$ cat src/design/dtc_pkg.sv
package dtc_pkg;
    // widths
    localparam int CNT_W   = 8;
    localparam int ADDR_W  = 4;
    localparam int BUS_W   = 16;
    localparam int TAP_N   = 12;
    localparam int DIV_W   = 13;
    localparam int SYNC_N  = 2;

    // register offsets
    localparam logic [ADDR_W-1:0] OFS_COUNT_ONE = 4'h0;
    localparam logic [ADDR_W-1:0] OFS_COUNT_TWO = 4'h1;
    localparam logic [ADDR_W-1:0] OFS_MATCH_ONE = 4'h2;
    localparam logic [ADDR_W-1:0] OFS_MATCH_TWO = 4'h3;
    localparam logic [ADDR_W-1:0] OFS_CLK_SEL   = 4'h4;
    localparam logic [ADDR_W-1:0] OFS_MODE_CTL  = 4'h5;
    localparam logic [ADDR_W-1:0] OFS_WAVE_CTL  = 4'h6;
    localparam logic [ADDR_W-1:0] OFS_OSC_SEL   = 4'h7;

    // field positions
    localparam int MODE_RUN_ONE   = 0;
    localparam int MODE_RUN_TWO   = 1;
    localparam int MODE_CASCADE   = 2;
    localparam int WAVE_EN        = 0;
    localparam int WAVE_INV       = 1;
    localparam int WAVE_SET       = 2;
    localparam int WAVE_CLR       = 3;
    localparam int WAVE_STRIDE    = 4;
    localparam int CLK_SEL_W      = 4;
    localparam int OSC_FAST_BIT   = 0;

    // count clock select codes
    localparam logic [CLK_SEL_W-1:0] SEL_FALL      = 4'h0;
    localparam logic [CLK_SEL_W-1:0] SEL_RISE      = 4'h1;
    localparam logic [CLK_SEL_W-1:0] SEL_DIV_FIRST = 4'h6;
    localparam logic [CLK_SEL_W-1:0] SEL_DIV_LAST  = 4'he;
    localparam logic [CLK_SEL_W-1:0] SEL_DIV_2K    = 4'hf;
    localparam int                   TAP_2K        = 10;

    // reset values
    localparam logic [7:0]       CLK_SEL_RST  = 8'h00;
    localparam logic [7:0]       MODE_RST     = 8'h00;
    localparam logic [7:0]       WAVE_RST     = 8'h00;
    localparam logic             OSC_RST      = 1'b0;
    localparam logic [CNT_W-1:0] COUNT_RST    = 8'h00;
    localparam logic [CNT_W-1:0] COUNT_TOP    = 8'hff;
    localparam logic [7:0]       WAVE_RD_MASK = 8'h33;

    // timing
    localparam longint CORE_CLK_HZ      = 100000000;
    localparam int     RES_COUNT_CLOCKS = 1;
endpackage : dtc_pkg

$ cat src/design/dtc_tick_if.sv
`timescale 1ns/1ns
interface dtc_tick_if;
    logic                     osc_fast;
    logic [dtc_pkg::TAP_N-1:0] tick;
    modport src (input osc_fast, output tick);
    modport dst (output osc_fast, input tick);
endinterface : dtc_tick_if

$ cat src/design/dtc_prescaler.sv
`timescale 1ns/1ns
module dtc_prescaler (
    // clock and reset
    input  wire logic core_clk,
    input  wire logic rst_b,
    // tick carrier
    dtc_tick_if.src   tk
);
    import dtc_pkg::*;

    logic [DIV_W-1:0] div_cnt;
    logic [DIV_W-1:0] next_div_cnt;
    logic [TAP_N-1:0] tick_q;
    logic [TAP_N-1:0] next_tick;

    always_comb begin
        next_div_cnt = div_cnt + 1'b1;
    end

    // tap i divides by 2^(i+1); slow mode halves every tap
    genvar gi;
    generate
        for (gi = 0; gi < TAP_N; gi++) begin : g_tap
            localparam logic [DIV_W-1:0] MASK_FAST = DIV_W'((1 << (gi + 1)) - 1);
            localparam logic [DIV_W-1:0] MASK_SLOW = DIV_W'((1 << (gi + 2)) - 1);
            always_comb begin
                next_tick[gi] = tk.osc_fast ? ((div_cnt & MASK_FAST) == MASK_FAST)
                                            : ((div_cnt & MASK_SLOW) == MASK_SLOW);
            end
        end
    endgenerate

    always_ff @(posedge core_clk) begin
        if (!rst_b) begin
            div_cnt <= '0;
            tick_q  <= '0;
        end else begin
            div_cnt <= next_div_cnt;
            tick_q  <= next_tick;
        end
    end

    assign tk.tick = tick_q;

    // fast first tap every other cycle
    a_fast_tap_rate: assert property (@(posedge core_clk) disable iff (!rst_b)
        tk.osc_fast && $stable(tk.osc_fast) && tick_q[0] |=> !tick_q[0] ##1 (tick_q[0] || !tk.osc_fast))
        else $error("fast divide-by-two tap not periodic");
    a_slow_tap_rate: assert property (@(posedge core_clk) disable iff (!rst_b)
        !tk.osc_fast && !$past(tk.osc_fast) && tick_q[0]
        |=> !tick_q[0] ##1 (!tick_q[0] || tk.osc_fast) ##1 (!tick_q[0] || tk.osc_fast))
        else $error("slow divide tap too fast");
endmodule : dtc_prescaler

$ cat src/design/dtc_timer.sv
`timescale 1ns/1ns
// Functional notes
// - in independent mode compare each counter with its match value; equality raises channel interrupt
// - independent mode match values accept 00h through ffh
// - cascaded mode both match bytes form one 16-bit value
// - match values are not touched by reset
// - in dual mode each counter reads as one byte
// - in cascaded mode both counters read as one halfword
// - reset clears both counters to zero
// - event mode counts one per selected external input edge (falling or rising)
// - square-wave mode toggles output pin on each match
// - cascaded wave width resolution is one count clock
// - oscillation mode bit sets prescaler base; cleared doubles all periods
// - four-bit select: pin falling, pin rising, divide 2..512 or 2048
// - output flop set and reset commands act on write, read zero
module dtc_timer (
    // clock and reset
    input  wire logic                        core_clk,
    input  wire logic                        rst_b,
    // register access
    input  wire logic [dtc_pkg::ADDR_W-1:0]  bus_addr,
    input  wire logic                        bus_wr,
    input  wire logic                        bus_rd,
    input  wire logic                        bus_half,
    input  wire logic [dtc_pkg::BUS_W-1:0]   bus_wdata,
    output logic      [dtc_pkg::BUS_W-1:0]   bus_rdata,
    output logic                             bus_rvalid,
    // event pins
    input  wire logic                        event_in_one,
    input  wire logic                        event_in_two,
    // wave pins
    output logic                             wave_out_one,
    output logic                             wave_out_two,
    // interrupt requests
    output logic                             match_irq_one,
    output logic                             match_irq_two
);
    import dtc_pkg::*;

    dtc_tick_if tk ();

    dtc_prescaler u_pre (
        .core_clk (core_clk),
        .rst_b    (rst_b),
        .tk       (tk)
    );

    logic [1:0][CNT_W-1:0] cnt;
    logic [1:0][CNT_W-1:0] next_cnt;
    logic [1:0][CNT_W-1:0] match_val;
    logic [1:0][CNT_W-1:0] next_match_val;
    logic [7:0]            count_clock_select;
    logic [7:0]            next_count_clock_select;
    logic [7:0]            timer_mode_control;
    logic [7:0]            next_timer_mode_control;
    logic [7:0]            wave_output_control;
    logic [7:0]            next_wave_output_control;
    logic                  osc_speed_select;
    logic                  next_osc_speed_select;
    logic [1:0]            flop;
    logic [1:0]            next_flop;
    logic [1:0]            irq_q;
    logic [1:0]            next_irq;
    logic [1:0]            wave_q;
    logic [1:0]            next_wave;
    logic [BUS_W-1:0]      rdata_q;
    logic [BUS_W-1:0]      next_rdata;
    logic                  rvalid_q;
    logic                  next_rvalid;
    logic [1:0]            ch_tick;
    logic [1:0]            pin_raw;
    logic                  cascade;
    logic [1:0]            run;
    logic [1:0]            match_hit;
    logic                  casc_match;
    logic [1:0]            ev;
    logic                  byte_wr;

    assign tk.osc_fast = osc_speed_select;
    assign pin_raw     = {event_in_two, event_in_one};

    // per channel: pin synchroniser, edge detect, count clock select
    genvar gc;
    generate
        for (gc = 0; gc < 2; gc++) begin : g_ch
            logic [CLK_SEL_W-1:0] sel;
            logic [SYNC_N:0]      sync;
            logic [SYNC_N:0]      next_sync;
            logic                 rise;
            logic                 fall;
            always_comb begin
                next_sync = {sync[SYNC_N-1:0], pin_raw[gc]};
                sel       = count_clock_select[gc*CLK_SEL_W +: CLK_SEL_W];
                rise      = sync[SYNC_N-1] & ~sync[SYNC_N];
                fall      = ~sync[SYNC_N-1] & sync[SYNC_N];
                if (sel == SEL_FALL) begin
                    ch_tick[gc] = fall;
                end else if (sel == SEL_RISE) begin
                    ch_tick[gc] = rise;
                end else if (sel >= SEL_DIV_FIRST && sel <= SEL_DIV_LAST) begin
                    ch_tick[gc] = tk.tick[sel - SEL_DIV_FIRST];
                end else if (sel == SEL_DIV_2K) begin
                    ch_tick[gc] = tk.tick[TAP_2K];
                end else begin
                    ch_tick[gc] = 1'b0;
                end
            end
            always_ff @(posedge core_clk) begin
                if (!rst_b) begin
                    sync <= '0;
                end else begin
                    sync <= next_sync;
                end
            end
        end
    endgenerate

    always_comb begin
        next_count_clock_select  = count_clock_select;
        next_timer_mode_control  = timer_mode_control;
        next_wave_output_control = wave_output_control;
        next_osc_speed_select    = osc_speed_select;
        next_match_val           = match_val;
        next_cnt                 = cnt;
        next_flop                = flop;
        next_rdata               = rdata_q;
        byte_wr                  = bus_wr && !bus_half;
        cascade                  = timer_mode_control[MODE_CASCADE];
        run[0]                   = timer_mode_control[MODE_RUN_ONE];
        run[1]                   = cascade ? run[0] : timer_mode_control[MODE_RUN_TWO];
        casc_match               = {cnt[1], cnt[0]} == {match_val[1], match_val[0]};
        match_hit[0]             = cascade ? casc_match : (cnt[0] == match_val[0]);
        match_hit[1]             = !cascade && (cnt[1] == match_val[1]);
        ev                       = ch_tick & match_hit & run;

        if (byte_wr) begin
            case (bus_addr)
                OFS_MATCH_ONE: next_match_val[0] = bus_wdata[CNT_W-1:0];
                OFS_MATCH_TWO: next_match_val[1] = bus_wdata[CNT_W-1:0];
                OFS_CLK_SEL:   next_count_clock_select = bus_wdata[7:0];
                OFS_MODE_CTL:  next_timer_mode_control = bus_wdata[7:0];
                OFS_WAVE_CTL:  next_wave_output_control = bus_wdata[7:0] & WAVE_RD_MASK;
                OFS_OSC_SEL:   next_osc_speed_select = bus_wdata[OSC_FAST_BIT];
                default: begin
                end
            endcase
        end

        if (!run[0]) begin
            next_cnt[0] = COUNT_RST;
        end else if (ch_tick[0]) begin
            next_cnt[0] = match_hit[0] ? COUNT_RST : cnt[0] + 1'b1;
        end
        if (!run[1]) begin
            next_cnt[1] = COUNT_RST;
        end else if (cascade) begin
            if (ch_tick[0] && casc_match) begin
                next_cnt[1] = COUNT_RST;
            end else if (ch_tick[0] && cnt[0] == COUNT_TOP) begin
                next_cnt[1] = cnt[1] + 1'b1;
            end
        end else if (ch_tick[1]) begin
            next_cnt[1] = match_hit[1] ? COUNT_RST : cnt[1] + 1'b1;
        end

        for (int i = 0; i < 2; i++) begin
            if (ev[i] && wave_output_control[i*WAVE_STRIDE + WAVE_INV]) begin
                next_flop[i] = ~flop[i];
            end
            if (byte_wr && bus_addr == OFS_WAVE_CTL) begin
                if (bus_wdata[i*WAVE_STRIDE + WAVE_SET]) begin
                    next_flop[i] = 1'b1;
                end else if (bus_wdata[i*WAVE_STRIDE + WAVE_CLR]) begin
                    next_flop[i] = 1'b0;
                end
            end
            next_wave[i] = next_flop[i] & next_wave_output_control[i*WAVE_STRIDE + WAVE_EN];
        end
        next_irq    = ev;
        next_rvalid = bus_rd;

        if (bus_rd) begin
            next_rdata = '0;
            if (bus_half) begin
                if (bus_addr == OFS_COUNT_ONE) begin
                    next_rdata = {cnt[1], cnt[0]};
                end
            end else begin
                case (bus_addr)
                    OFS_COUNT_ONE: next_rdata = {8'h00, cnt[0]};
                    OFS_COUNT_TWO: next_rdata = {8'h00, cnt[1]};
                    OFS_MATCH_ONE: next_rdata = {8'h00, match_val[0]};
                    OFS_MATCH_TWO: next_rdata = {8'h00, match_val[1]};
                    OFS_CLK_SEL:   next_rdata = {8'h00, count_clock_select};
                    OFS_MODE_CTL:  next_rdata = {8'h00, timer_mode_control};
                    OFS_WAVE_CTL:  next_rdata = {8'h00, wave_output_control};
                    OFS_OSC_SEL:   next_rdata = {15'h0000, osc_speed_select};
                    default:       next_rdata = '0;
                endcase
            end
        end
    end

    always_ff @(posedge core_clk) begin
        if (!rst_b) begin
            cnt                 <= '0;
            count_clock_select  <= CLK_SEL_RST;
            timer_mode_control  <= MODE_RST;
            wave_output_control <= WAVE_RST;
            osc_speed_select    <= OSC_RST;
            flop                <= '0;
            irq_q               <= '0;
            wave_q              <= '0;
            rdata_q             <= '0;
            rvalid_q            <= 1'b0;
        end else begin
            cnt                 <= next_cnt;
            count_clock_select  <= next_count_clock_select;
            timer_mode_control  <= next_timer_mode_control;
            wave_output_control <= next_wave_output_control;
            osc_speed_select    <= next_osc_speed_select;
            flop                <= next_flop;
            irq_q               <= next_irq;
            wave_q              <= next_wave;
            rdata_q             <= next_rdata;
            rvalid_q            <= next_rvalid;
        end
    end

    always_ff @(posedge core_clk) begin
        match_val <= next_match_val;
    end

    assign bus_rdata     = rdata_q;
    assign bus_rvalid    = rvalid_q;
    assign wave_out_one  = wave_q[0];
    assign wave_out_two  = wave_q[1];
    assign match_irq_one = irq_q[0];
    assign match_irq_two = irq_q[1];

    a_match_irq: assert property (@(posedge core_clk) disable iff (!rst_b)
        run[0] && ch_tick[0] && match_hit[0] |=> match_irq_one && cnt[0] == 8'h00)
        else $error("match did not raise channel one request");
    a_irq_needs_match: assert property (@(posedge core_clk) disable iff (!rst_b)
        match_irq_two |-> $past(cnt[1]) == $past(match_val[1]) && !$past(cascade))
        else $error("channel two request without match");
    a_match_byte_wr: assert property (@(posedge core_clk) disable iff (!rst_b)
        bus_wr && !bus_half && bus_addr == 4'h2 |=> match_val[0] == 8'($past(bus_wdata)))
        else $error("match byte write not stored");
    a_match_half_ign: assert property (@(posedge core_clk) disable iff (!rst_b)
        bus_wr && bus_half && !(bus_wr && !bus_half) |=> $stable(match_val))
        else $error("halfword write altered match value");
    a_count_reset: assert property (@(posedge core_clk)
        !rst_b |=> cnt == 16'h0000 && !match_irq_one && !wave_out_one)
        else $error("reset did not clear counters");
    a_byte_read: assert property (@(posedge core_clk) disable iff (!rst_b)
        bus_rd && !bus_half && bus_addr == 4'h1 |=> bus_rvalid && bus_rdata == {8'h00, $past(cnt[1])})
        else $error("byte counter read wrong");
    a_half_read: assert property (@(posedge core_clk) disable iff (!rst_b)
        bus_rd && bus_half && bus_addr == 4'h0 |=> bus_rdata == $past(cnt))
        else $error("halfword count read wrong");
    a_cmd_read_zero: assert property (@(posedge core_clk) disable iff (!rst_b)
        bus_rd && !bus_half && bus_addr == 4'h6 |=> bus_rdata[3:2] == 2'b00 && bus_rdata[7:6] == 2'b00)
        else $error("flop command bits read nonzero");
    a_event_count: assert property (@(posedge core_clk) disable iff (!rst_b)
        run[0] && !cascade && count_clock_select[3:0] == 4'h1 && $rose(g_ch[0].sync[1]) && !match_hit[0]
        |=> ##1 cnt[0] == $past(cnt[0], 2) + 8'h01)
        else $error("event edge not counted");
    a_cascade_carry: assert property (@(posedge core_clk) disable iff (!rst_b)
        run[0] && cascade && ch_tick[0] && cnt[0] == 8'hff && !casc_match
        |=> cnt[1] == $past(cnt[1]) + 8'h01 && cnt[0] == 8'h00)
        else $error("cascade carry lost");
    a_wave_toggle: assert property (@(posedge core_clk) disable iff (!rst_b)
        ev[0] && wave_output_control[1] && wave_output_control[0] && !(bus_wr && bus_addr == 4'h6)
        |=> wave_out_one != $past(flop[0]))
        else $error("wave output did not toggle");
    a_casc_two_quiet: assert property (@(posedge core_clk) disable iff (!rst_b)
        cascade && $past(cascade) |-> !match_irq_two)
        else $error("channel two request in cascade");

    c_casc_match: cover property (@(posedge core_clk) disable iff (!rst_b) cascade && ev[0]);
    c_event_mode: cover property (@(posedge core_clk) disable iff (!rst_b)
        count_clock_select[3:0] == 4'h0 && ch_tick[0] && run[0]);
    c_wave_toggle: cover property (@(posedge core_clk) disable iff (!rst_b) $rose(wave_out_two));
    c_half_read: cover property (@(posedge core_clk) disable iff (!rst_b) bus_rd && bus_half);
endmodule : dtc_timer

$ cat config.mk
export PLATFORM = sky130hd
export DESIGN_NAME = dtc_timer
export DESIGN_NICKNAME = d
export VERILOG_FILES = /design/src/design/dtc_pkg.sv /design/src/design/dtc_tick_if.sv /design/src/design/dtc_prescaler.sv /design/src/design/dtc_timer.sv
export SDC_FILE = /design/constraint.sdc
export NUM_CORES = 1
export LEC_CHECK = 0
export BUFFER_PORTS_ARGS = -buffer_cell sky130_fd_sc_hd__buf_2
export CORE_UTILIZATION = 55
export DETAILED_ROUTE_END_ITERATION = 12
export MAX_ROUTING_LAYER = met4
export PLACE_DENSITY = 0.75
export SKIP_LAST_GASP = 1
export SYNTH_ARGS = -nofsm -noshare
export SYNTH_HDL_FRONTEND = slang
export SYNTH_SLANG_ARGS = --single-unit
$ cat constraint.sdc
create_clock -name core_clk -period 2.8 [get_ports core_clk]
set_clock_uncertainty 0.05 [all_clocks]
set_input_delay 0.14 -clock core_clk [delete_from_list [all_inputs] [get_ports core_clk]]
set_output_delay 0.14 -clock core_clk [all_outputs]
set_load 0.005 [all_outputs]
# Word level (Yosys, flattened, before mapping)
# Cells that the tools add are included.
[totals]
reg_bits = 107
in_bits = 27
output_inout_bits = 21
wordCells = 140
[classes]
add_sub_neg = 5
order_cmp = 6
eq_ne = 28
n_mux = 45
n_bitwise = 14
reduce_logical = 24
[ops]
columns = ["op", "n"]
rows = [
  ["$pmux 8 s8", 1],
  ["$mux 8", 6],
  ["$mux 1", 32],
  ["$mux 16", 2],
  ["$reduce_and 2->1", 9],
  ["$add 8x1->8 const B", 2],
  ["$eq 16x16->1", 1],
  ["$eq 4x3->1 const B", 4],
  ["$eq 8x8->1", 2],
  ["$eq 8x8->1 const B", 2],
  ["$add 13x1->13 const B", 1],
  ["$eq 13x13->1 const B", 1],
  ["$eq 12x12->1 const B", 1],
  ["$eq 4x1->1 const B", 3],
  ["$eq 4x4->1 const B", 3],
  ["$logic_not 4->1", 3],
  ["$eq 11x11->1 const B", 1],
  ["$eq 10x10->1 const B", 1],
  ["$lt 4x5->1 const B", 2],
  ["$mux 5", 2],
  ["$eq 9x9->1 const B", 1],
  ["$logic_and 1x1->1", 9],
  ["$bmux 1 s4", 2],
  ["$eq 4x2->1 const B", 2],
  ["other kinds (14)", 29],
]

# Depth between registers and ports, before layout
# Gate-level depths: netlist of run 1.
[depth]
word_depth = 14
depth_mapped = 9
mapped_depth_nobuf = 8

# Hierarchy
# From an unflattened synthesis of run 1, not the netlist that was laid out.
[unflattened]
cells_unflattened = 557
area_unflattened_um2 = 5292.6
[by_module_without_submodules]
columns = ["mod", "n_inst", "cells_each", "area_per_inst_um2"]
rows = [
  ["dtc_timer", 1, 445, 4256.6],
  ["dtc_prescaler", 1, 112, 1036.0],
]

# Worst setup path after synthesis of run 1
# OpenSTA, ideal clock, no wires.
[synth_timing]
kind = "reg2reg"
startpoint = "reg count_clock_select[2]"
endpoint = "reg cnt[13] (netlist name)"
setup_time_ns = 0.088
arrival_ns = 2.332
required_ns = 2.662
setup_slack_ns = 0.330
path_stages_with_launch = 9
n_path_buf = 0
cell_sequence = "dfxtp_1 -> ha_1 -> or2_2 -> o221ai_1 -> nor4b_4 -> nor2_4 -> o31ai_1 -> nand2_2 -> o32ai_2"
[synth_between]
elab_chain_len = 9
[synth_rtl]
columns = ["item", "line_no", "source"]
rows = [
  ["start: declaration", "dtc_timer.sv:52", "logic [7:0] count_clock_select;"],
  ["start signal: assignment", "dtc_timer.sv:218", "count_clock_select <= next_count_clock_select;"],
  ["$sub 4x3->4", "dtc_timer.sv:101", "ch_tick[gc] = tk.tick[sel - SEL_DIV_FIRST];"],
  ["$bmux 1 s4", "dtc_timer.sv:101", ""],
  ["$mux 1 (implied by the code)", "dtc_timer.sv:101", ""],
  ["$mux 1", "dtc_timer.sv:100", "end else if (sel >= SEL_DIV_FIRST && sel <= SEL_DIV_LAST) begin"],
  ["$mux 1", "dtc_timer.sv:98", "end else if (sel == SEL_RISE) begin"],
  ["$mux 1 (*)", "dtc_timer.sv:96", "if (sel == SEL_FALL) begin"],
  ["$logic_and 1x1->1 (on tied branches)", "dtc_timer.sv:157, dtc_timer.sv:159", ""],
  ["$ne 3x1->1 (no source line) or $mux 8 (tied branches)", "-", ""],
  ["$reduce_and 2->1 (no source line) or $mux 8 (tied branches)", "-", ""],
  ["end signal: assignment", "dtc_timer.sv:217", "cnt <= next_cnt;"],
  ["end: declaration", "dtc_timer.sv:48", "logic [1:0][CNT_W-1:0] cnt;"],
]
# Every way passes the cells marked *; elsewhere a longest branch is shown, timed or not. The select of a mux whose other input is x is not followed.
# A chain may end at the register's enable or synchronous reset.

# Worst setup path after layout of run 1
[layout_timing]
startpoint = "reg count_clock_select[4]"
endpoint = "reg cnt[10] (netlist name)"
[layout_between]
elab_chain_len = 8
[layout_rtl]
columns = ["item", "line_no"]
rows = [
  ["$sub 4x3->4", "dtc_timer.sv:101"],
  ["$bmux 1 s4", "dtc_timer.sv:101"],
  ["$mux 1 (implied by the code)", "dtc_timer.sv:101"],
  ["$mux 1", "dtc_timer.sv:100"],
  ["$mux 1", "dtc_timer.sv:98"],
  ["$mux 1 (*)", "dtc_timer.sv:96"],
  ["$reduce_bool 2->1 (no source line) (*)", "-"],
  ["$reduce_and 2->1 (no source line) (*)", "-"],
]
# Marked as above.

==> results.tsv, run 1 <==
stage	metric	value	unit
detailed_routing	drt pass-1 iters	5	
yosys	Mapped Avg Cell Area	9.28	um^2
power	NetSw	0.000600	W
global_route	global-route wire length before repair	19.6	mm
yosys	#FFs+latches synth	107	
yosys	number of synthesized flops with an enable pin	16	
clocking	Clock Pin Slew Worst Setup and Hold Paths	0.09	ns
setup_path	slowest stage delay, CP	0.51	ns
final_layout	Area Overhead vs Synth	12.8	%
worst_hold_path	HP Start	bus_wdata[2]	
final_layout	final net count	620	
final_layout	final instance count without filler cells	698	
detailed_routing	ANT nets after route	0	
yosys	Synth Net Count	570	
yosys	Syn Inst Count	535	
power	clock share of power	34.0	%
worst_hold_path	Hold Path Class	in2reg	
power	Power Density	464	nW/um^2
detailed_routing	aggregate routed wire length	12.0	mm
yosys	Syn. warnings	0	
die	Boundary Pins	48	
global_route	met1 usage	35.2	%
placed_design	gpl congestion	0.943	
die	Row Count	34	
setup_path	critical path launch point type	register	
final_layout	final core occ	64.2	%
setup_path	WP data required	3.04	ns
global_route	met2 global-route usage	40.8	%
detailed_routing	DR vias/cell	6.03	
final_layout	final antenna diode count	0	
die	core box area	8720	um^2
final_layout	fillers	722	
setup_path	CP max stage cell	mux4_2	
sta	Hold Vio Cnt, Final	0	
clocking	CTS tree	done	
clocking	clock sinks	107	
final_layout	most common cell after layout, fill and taps aside	dfxtp_1	
setup_path	kind of cell adding the most delay to the critical path	compound AO/OA/AOI/OAI gates	
global_route	gr usage total	27.0	%
sta	Setup TNS	0	ns
yosys	asr flop ratio synth	0	%
sta	fin. max-slew vios	0	
sta	Max Freq	373	MHz
die	DIE HEIGHT	97.0	um
setup_path	CP Max Fanout	9	
global_route	antenna violations before repair	0	
placed_design	dpl cells	672	
setup_path	Worst R2R Start	count_clock_select[4]	
clocking	Num CTS Buffers	9	
clocking	H-tree levels	3	
sta	relative slew slack	38.6	%
final_layout	most frequent cells in the layout	91 x dfxtp_1, 58 x nand2_1, 49 x nor2_1, 39 x buf_2, 34 x a21oi_1	
global_route	vias in the first global route	4016	
power	peak supply drop	329	uV
setup_path	Setup crit end kind	register	
power	register share of total power	60.8	%
die	Initial Utilization	56.9	%
power	internal power	0.00200	W
sta	final setup fails	0	
clocking	Root Buffer	clkbuf_8	
flow_run	Max Cap Viol	0	
final_layout	ratio of cells with drive above 1 in the final layout	15.4	%
placed_design	IO Port Bufs	39	
global_route	pin count of the biggest net entering global routing	40	
clocking	clock latency on the worst-skew pair	0.37	ns
power	Combinational Power Share	5.2	%
power	switching portion of total power	23.0	%
setup_path	Crit Path Category	reg2reg	
sta	min Tclk post-route	2.68	ns
detailed_routing	Vias	4208	
die	Die X-Extent	97.0	um
global_route	Top Usage Layer GRT	met2	
sta	RSZ-0062 raised after global routing	false	
yosys	predominant post-synthesis flop cell	dfxtp_1	
setup_path	Critical Path AT	2.93	ns
clocking	clk buf depth	2	
die	full die area	9410	um^2
global_route	GR Overflow Total	0	
detailed_routing	Starting DRT DRC Count	306	
placed_design	Detailed Place HPWL	8.57	mm
sta	Final period util	95.8	%
detailed_routing	# DRC	0	
setup_path	Bufs and invs on worst path	1	
detailed_routing	DR WL/cell	17.1	um
global_route	M3 GR Usage	3.83	%
yosys	Seq/Total Area, Yosys	46.4	%
yosys	synthesized area	4970	um^2
power	Lkg Pwr	1.98	nW
setup_path	worst path cell trace	buf_4 > mux4_2 > nand3b_1 > o41ai_1 > a2bb2oi_1 > o21a_1 > o21ba_2 > o22ai_1	
outcome	status	finished clean	
clocking	Resize count post-CTS	0	
yosys	unique cell type count in the Yosys netlist	58	
setup_path	crit path from	count_clock_select[4]	
sta	Slew @ Worst Pin	0.918	ns
==> cell families after synthesis <==
| logic type | count (synthesis) | synth area share, % |
|---|---|---|
| compound gates | 114 | 15.7 |
| xor+xnor | 34 | 6.00 |
| fa+ha+maj | 9 | 2.22 |
| buf+inv | 38 | 3.10 |
| flops | 107 | 46.4 |
| mux | 24 | 5.90 |
| simple gates | 209 | 20.7 |
==> state kept, by name, summed over array words and instances (netlist names), 2 cells and up <==
name	flops
match_val	16
wave_q	2
bus_rdata	16
flop	2
timer_mode_control	8
wave_output_control	4
irq_q	2
u_pre.div_cnt	13
g_ch.sync	6
cnt	16
u_pre.tk.tick	12
count_clock_select	8
==> worst register-to-register path: stages, from the launching register on <==
cell and delay (ns):
dfxtp_1 0.48, buf_4 0.22, mux4_2 0.51, nand3b_1 0.10, o41ai_1 0.08, a2bb2oi_1 0.44, o21a_1 0.36, o21ba_2 0.20
o22ai_1 0.16
==> cell usage after synthesis, drive strengths merged (2+ instances only) <==
cell	count	area [um^2]
a21boi	2	15.0
a21oi	34	170
a221oi	2	17.5
a22o	9	78.8
a22oi	13	97.6
a2bb2oi	4	35.0
a31oi	6	37.5
and2	16	100
and3	12	75.1
buf	8	41.3
clkbuf	22	82.6
dfxtp	91	1820
edfxtp	16	480
ha	8	100
inv	8	30.0
mux2	2	22.5
mux2i	18	180
mux4	4	90.1
nand2	59	224
nand2b	5	31.3
nand3	27	135
nand3b	5	37.5
nand4	6	37.5
nor2	50	195
nor2b	5	31.3
nor3	14	75.1
nor4	3	18.8
nor4b	2	32.5
o2111ai	2	17.5
o21ai	18	90.1
o21ba	4	40.0
o22ai	6	37.5
o31ai	3	22.5
o41ai	2	36.3
or2	2	12.5
xnor2	27	236
xor2	7	61.3
==> power by group through the flow <==
| stage | clock network, W | logic (W) | registers (W) |
|---|---|---|---|
| finish | 0.000886 | 0.000135 | 0.00158 |
| detailed placement | 0 | 0.000122 | 0.00162 |
| CTS | 0.000901 | 0.000132 | 0.00158 |
| floorplan | 0 | 0.0000727 | 0.00161 |
| global route | 0.000955 | 0.000147 | 0.00158 |
| global placement | 0 | 0.000120 | 0.00162 |
==> area by class of cell <==
class | count | area (um^2) | share of cell area [%]
repair buffers | 69 | 445 | 7.95
well taps | 108 | 135 | 2.41
flip-flops and latches | 107 | 2300 | 41.1
multi-input cells | 390 | 2510 | 44.8
clock inverters | 3 | 20.0 | 0.357
clock buffers | 13 | 160 | 2.86
inverters | 8 | 30.0 | 0.536
==> per-layer routing <==
| metal | part of all wire (%) | up-vias | wire, um |
|---|---|---|---|
| met2 | 46 | 179 | 5560 |
| li1 | - | 2004 | - |
| met5 | 0 | - | 0 |
| met1 | 43 | 1993 | 5200 |
| met4 | 2.8 | 0 | 339 |
| met3 | 7.2 | 32 | 864 |
==> stage by stage <==
step	power [W]	area, um^2	worst slack [ns]	hold WS [ns]
floorplan	0.00169	4970	0.330	0.189
global placement	0.00174	5320	0.220	0.295
detailed placement	0.00174	5320	0.165	0.298
CTS	0.00261	5590	0.149	0.00138
global route	0.00268	5600	0.0135	0.00265
finish	0.00260	5600	0.118	0.0382
==> worst paths after layout <==
check,endpoint,slack [ns],cells after the start
max,cnt[10],0.12,8
min,match_val[10],0.04,1
max reg2reg,cnt[10],0.12,8
min reg2reg,g_ch[0].sync[1],0.39,1
==> what timing repair did <==
item / in CTS / in global routing
setup buffers: 0 / 0
endpoints found under the setup margin: 0 / 0
hold buffers: 9 / 1
hold endpoints to repair: 13 / 1
No activity file was read; power rests on OpenSTA's default activity.
==> run 2, diff against run 1 <==
- CORE_MARGIN: not set -> 10
==> run 2 against run 1 <==
Against the previous run: critical path depth did not move; clock-buffer cell count fell by 3; clock power fell by 4.9%; combinational power is essentially flat; first-iteration DRC count rose by 29%; sequential power barely moved; maximum frequency increased by 3.0%; utilization is 0.53 points lower; hold slack worse by 0.029 ns; power decreased by 1.7%; wire length up 2.4%; highest routed layer unchanged.
==> results.tsv, run 2 (synthesized netlist as in run 1, its figures left out) <==
stage	metric	value	unit
setup_path	CP Max Fanout	9	
sta	RSZ-0062 raised after global routing	false	
global_route	Top Usage Layer GRT	met2	
clocking	CTS tree	done	
die	DIE HEIGHT	115	um
global_route	antenna violations before repair	0	
placed_design	gpl congestion	0.971	
placed_design	Detailed Place HPWL	9.09	mm
sta	Final period util	93.0	%
global_route	global-route wire length before repair	20.0	mm
detailed_routing	drt pass-1 iters	6	
clocking	Root Buffer	clkbuf_8	
power	Power Density	458	nW/um^2
clocking	Clock Pin Slew Worst Setup and Hold Paths	0.11	ns
detailed_routing	DR vias/cell	5.99	
sta	Hold Vio Cnt, Final	0	
sta	final setup fails	0	
setup_path	Worst Reg-to-Reg Cells	8	
final_layout	Design Area, Final	5580	um^2
final_layout	ratio of cells with drive above 1 in the final layout	15.9	%
sta	Max Freq	384	MHz
setup_path	Critical Path AT	2.85	ns
clocking	clock latency on the worst-skew pair	0.37	ns
setup_path	Crit Path Category	reg2reg	
detailed_routing	DR WL/cell	17.6	um
die	Initial Utilization	56.7	%
setup_path	critical path launch point type	register	
detailed_routing	Starting DRT DRC Count	396	
placed_design	IO Port Bufs	39	
final_layout	fillers	772	
final_layout	most common cell after layout, fill and taps aside	dfxtp_1	
detailed_routing	ANT nets after route	0	
sta	fin. max-slew vios	0	
setup_path	Setup crit end kind	register	
power	NetSw	0.000612	W
power	Lkg Pwr	1.98	nW
global_route	gr usage total	19.2	%
setup_path	WP data required	3.05	ns
global_route	met1 usage	24.1	%
final_layout	most frequent cells in the layout	91 x dfxtp_1, 58 x nand2_1, 49 x nor2_1, 39 x buf_2, 34 x a21oi_1	
global_route	met2 global-route usage	30.1	%
detailed_routing	aggregate routed wire length	12.3	mm
flow_run	Max Cap Viol	0	
global_route	pin count of the biggest net entering global routing	40	
sta	WHS	0.00882	ns
power	Combinational Power Share	5.2	%
power	internal power	0.00194	W
final_layout	final net count	620	
clocking	H-tree levels	3	
outcome	status	finished clean	
worst_hold_path	Hold Path Class	in2reg	
power	Tot Pwr	0.00256	W
die	Die X-Extent	115	um
clocking	clk buf depth	2	
die	Row Count	34	
clocking	Resize count post-CTS	0	
placed_design	DP Area	5340	um^2
power	switching portion of total power	24.0	%
detailed_routing	Vias	4178	
clocking	Num CTS Buffers	9	
final_layout	Area Overhead vs Synth	12.4	%
global_route	M3 GR Usage	3.18	%
die	Boundary Pins	48	
sta	min Tclk post-route	2.61	ns
detailed_routing	# DRC	0	
die	full die area	13200	um^2
final_layout	final antenna diode count	0	
global_route	GR Overflow Total	0	
clocking	clock sinks	107	
power	clock share of power	33.0	%
die	core box area	8760	um^2
sta	Setup TNS	0	ns
power	peak supply drop	339	uV
sta	relative slew slack	40.9	%
global_route	vias in the first global route	3965	
worst_hold_path	Hold Path Depth	1	
power	register share of total power	61.8	%
sta	Slew @ Worst Pin	0.884	ns
-- run 2: final timing paths --
| kind | startpoint | end | slack [ns] |
|---|---|---|---|
| max reg2reg | count_clock_select[0] | cnt[10] | 0.19 |
| min | bus_wdata[5] | match_val[13] | 0.009 |
| max | count_clock_select[0] | cnt[10] | 0.19 |
| min reg2reg | g_ch[0].sync[0] | g_ch[0].sync[1] | 0.39 |
-- run 2: power groups by stage --
stage / Clock, W / Sequential (W) / Combinational, W
after global placement: 0 / 0.00162 / 0.000120
after floorplan: 0 / 0.00161 / 0.0000727
after detailed placement: 0 / 0.00162 / 0.000122
after CTS: 0.000861 / 0.00158 / 0.000130
final: 0.000843 / 0.00158 / 0.000133
after global routing: 0.000916 / 0.00158 / 0.000146
-- run 2: final cells by class --
cell class              instances  area, um^2  share of cell area [%]
well taps                     108         135                    2.42
repair buffers                 69         438                    7.84
clock inverters                 6        41.3                   0.739
clock buffers                  10         128                    2.29
flip-flops and latches        107        2300                    41.2
inverters                       8        30.0                   0.538
multi-input cells             390        2510                    44.9
-- run 2: per-layer routing --
layer  vias up  routed length [um]
li1       2012                   -
met1      1979                5240
met2       156                5800
met3        31                 947
met4         0                 267
met5         -                   0
-- run 2: what timing repair did --
item / in CTS / in global routing
setup buffers: 0 / 1
hold buffers: 7 / 0
hold endpoints to repair: 10 / 0
setup endpoints to repair: 0 / 2
-- run 2: per-stage QoR --
step | setup WS [ns] | cells | utilization, %
after floorplan | 0.330 | 535 | -
after global placement | 0.238 | 674 | 60.9
after detailed placement | 0.177 | 674 | 60.9
after CTS | 0.161 | 697 | 63.6
after global routing | 0.0149 | 698 | 63.7
final | 0.195 | 698 | 63.7
-- run 2: critical path, stage by stage, from the launching register on --
cell and delay, ns:
dfxtp_1 0.57, mux4_2 0.57, nor3_1 0.32, nor4b_4 0.12, o21ai_1 0.26, a21boi_1 0.11, buf_4 0.19, o21ba_2 0.20
o22ai_1 0.15
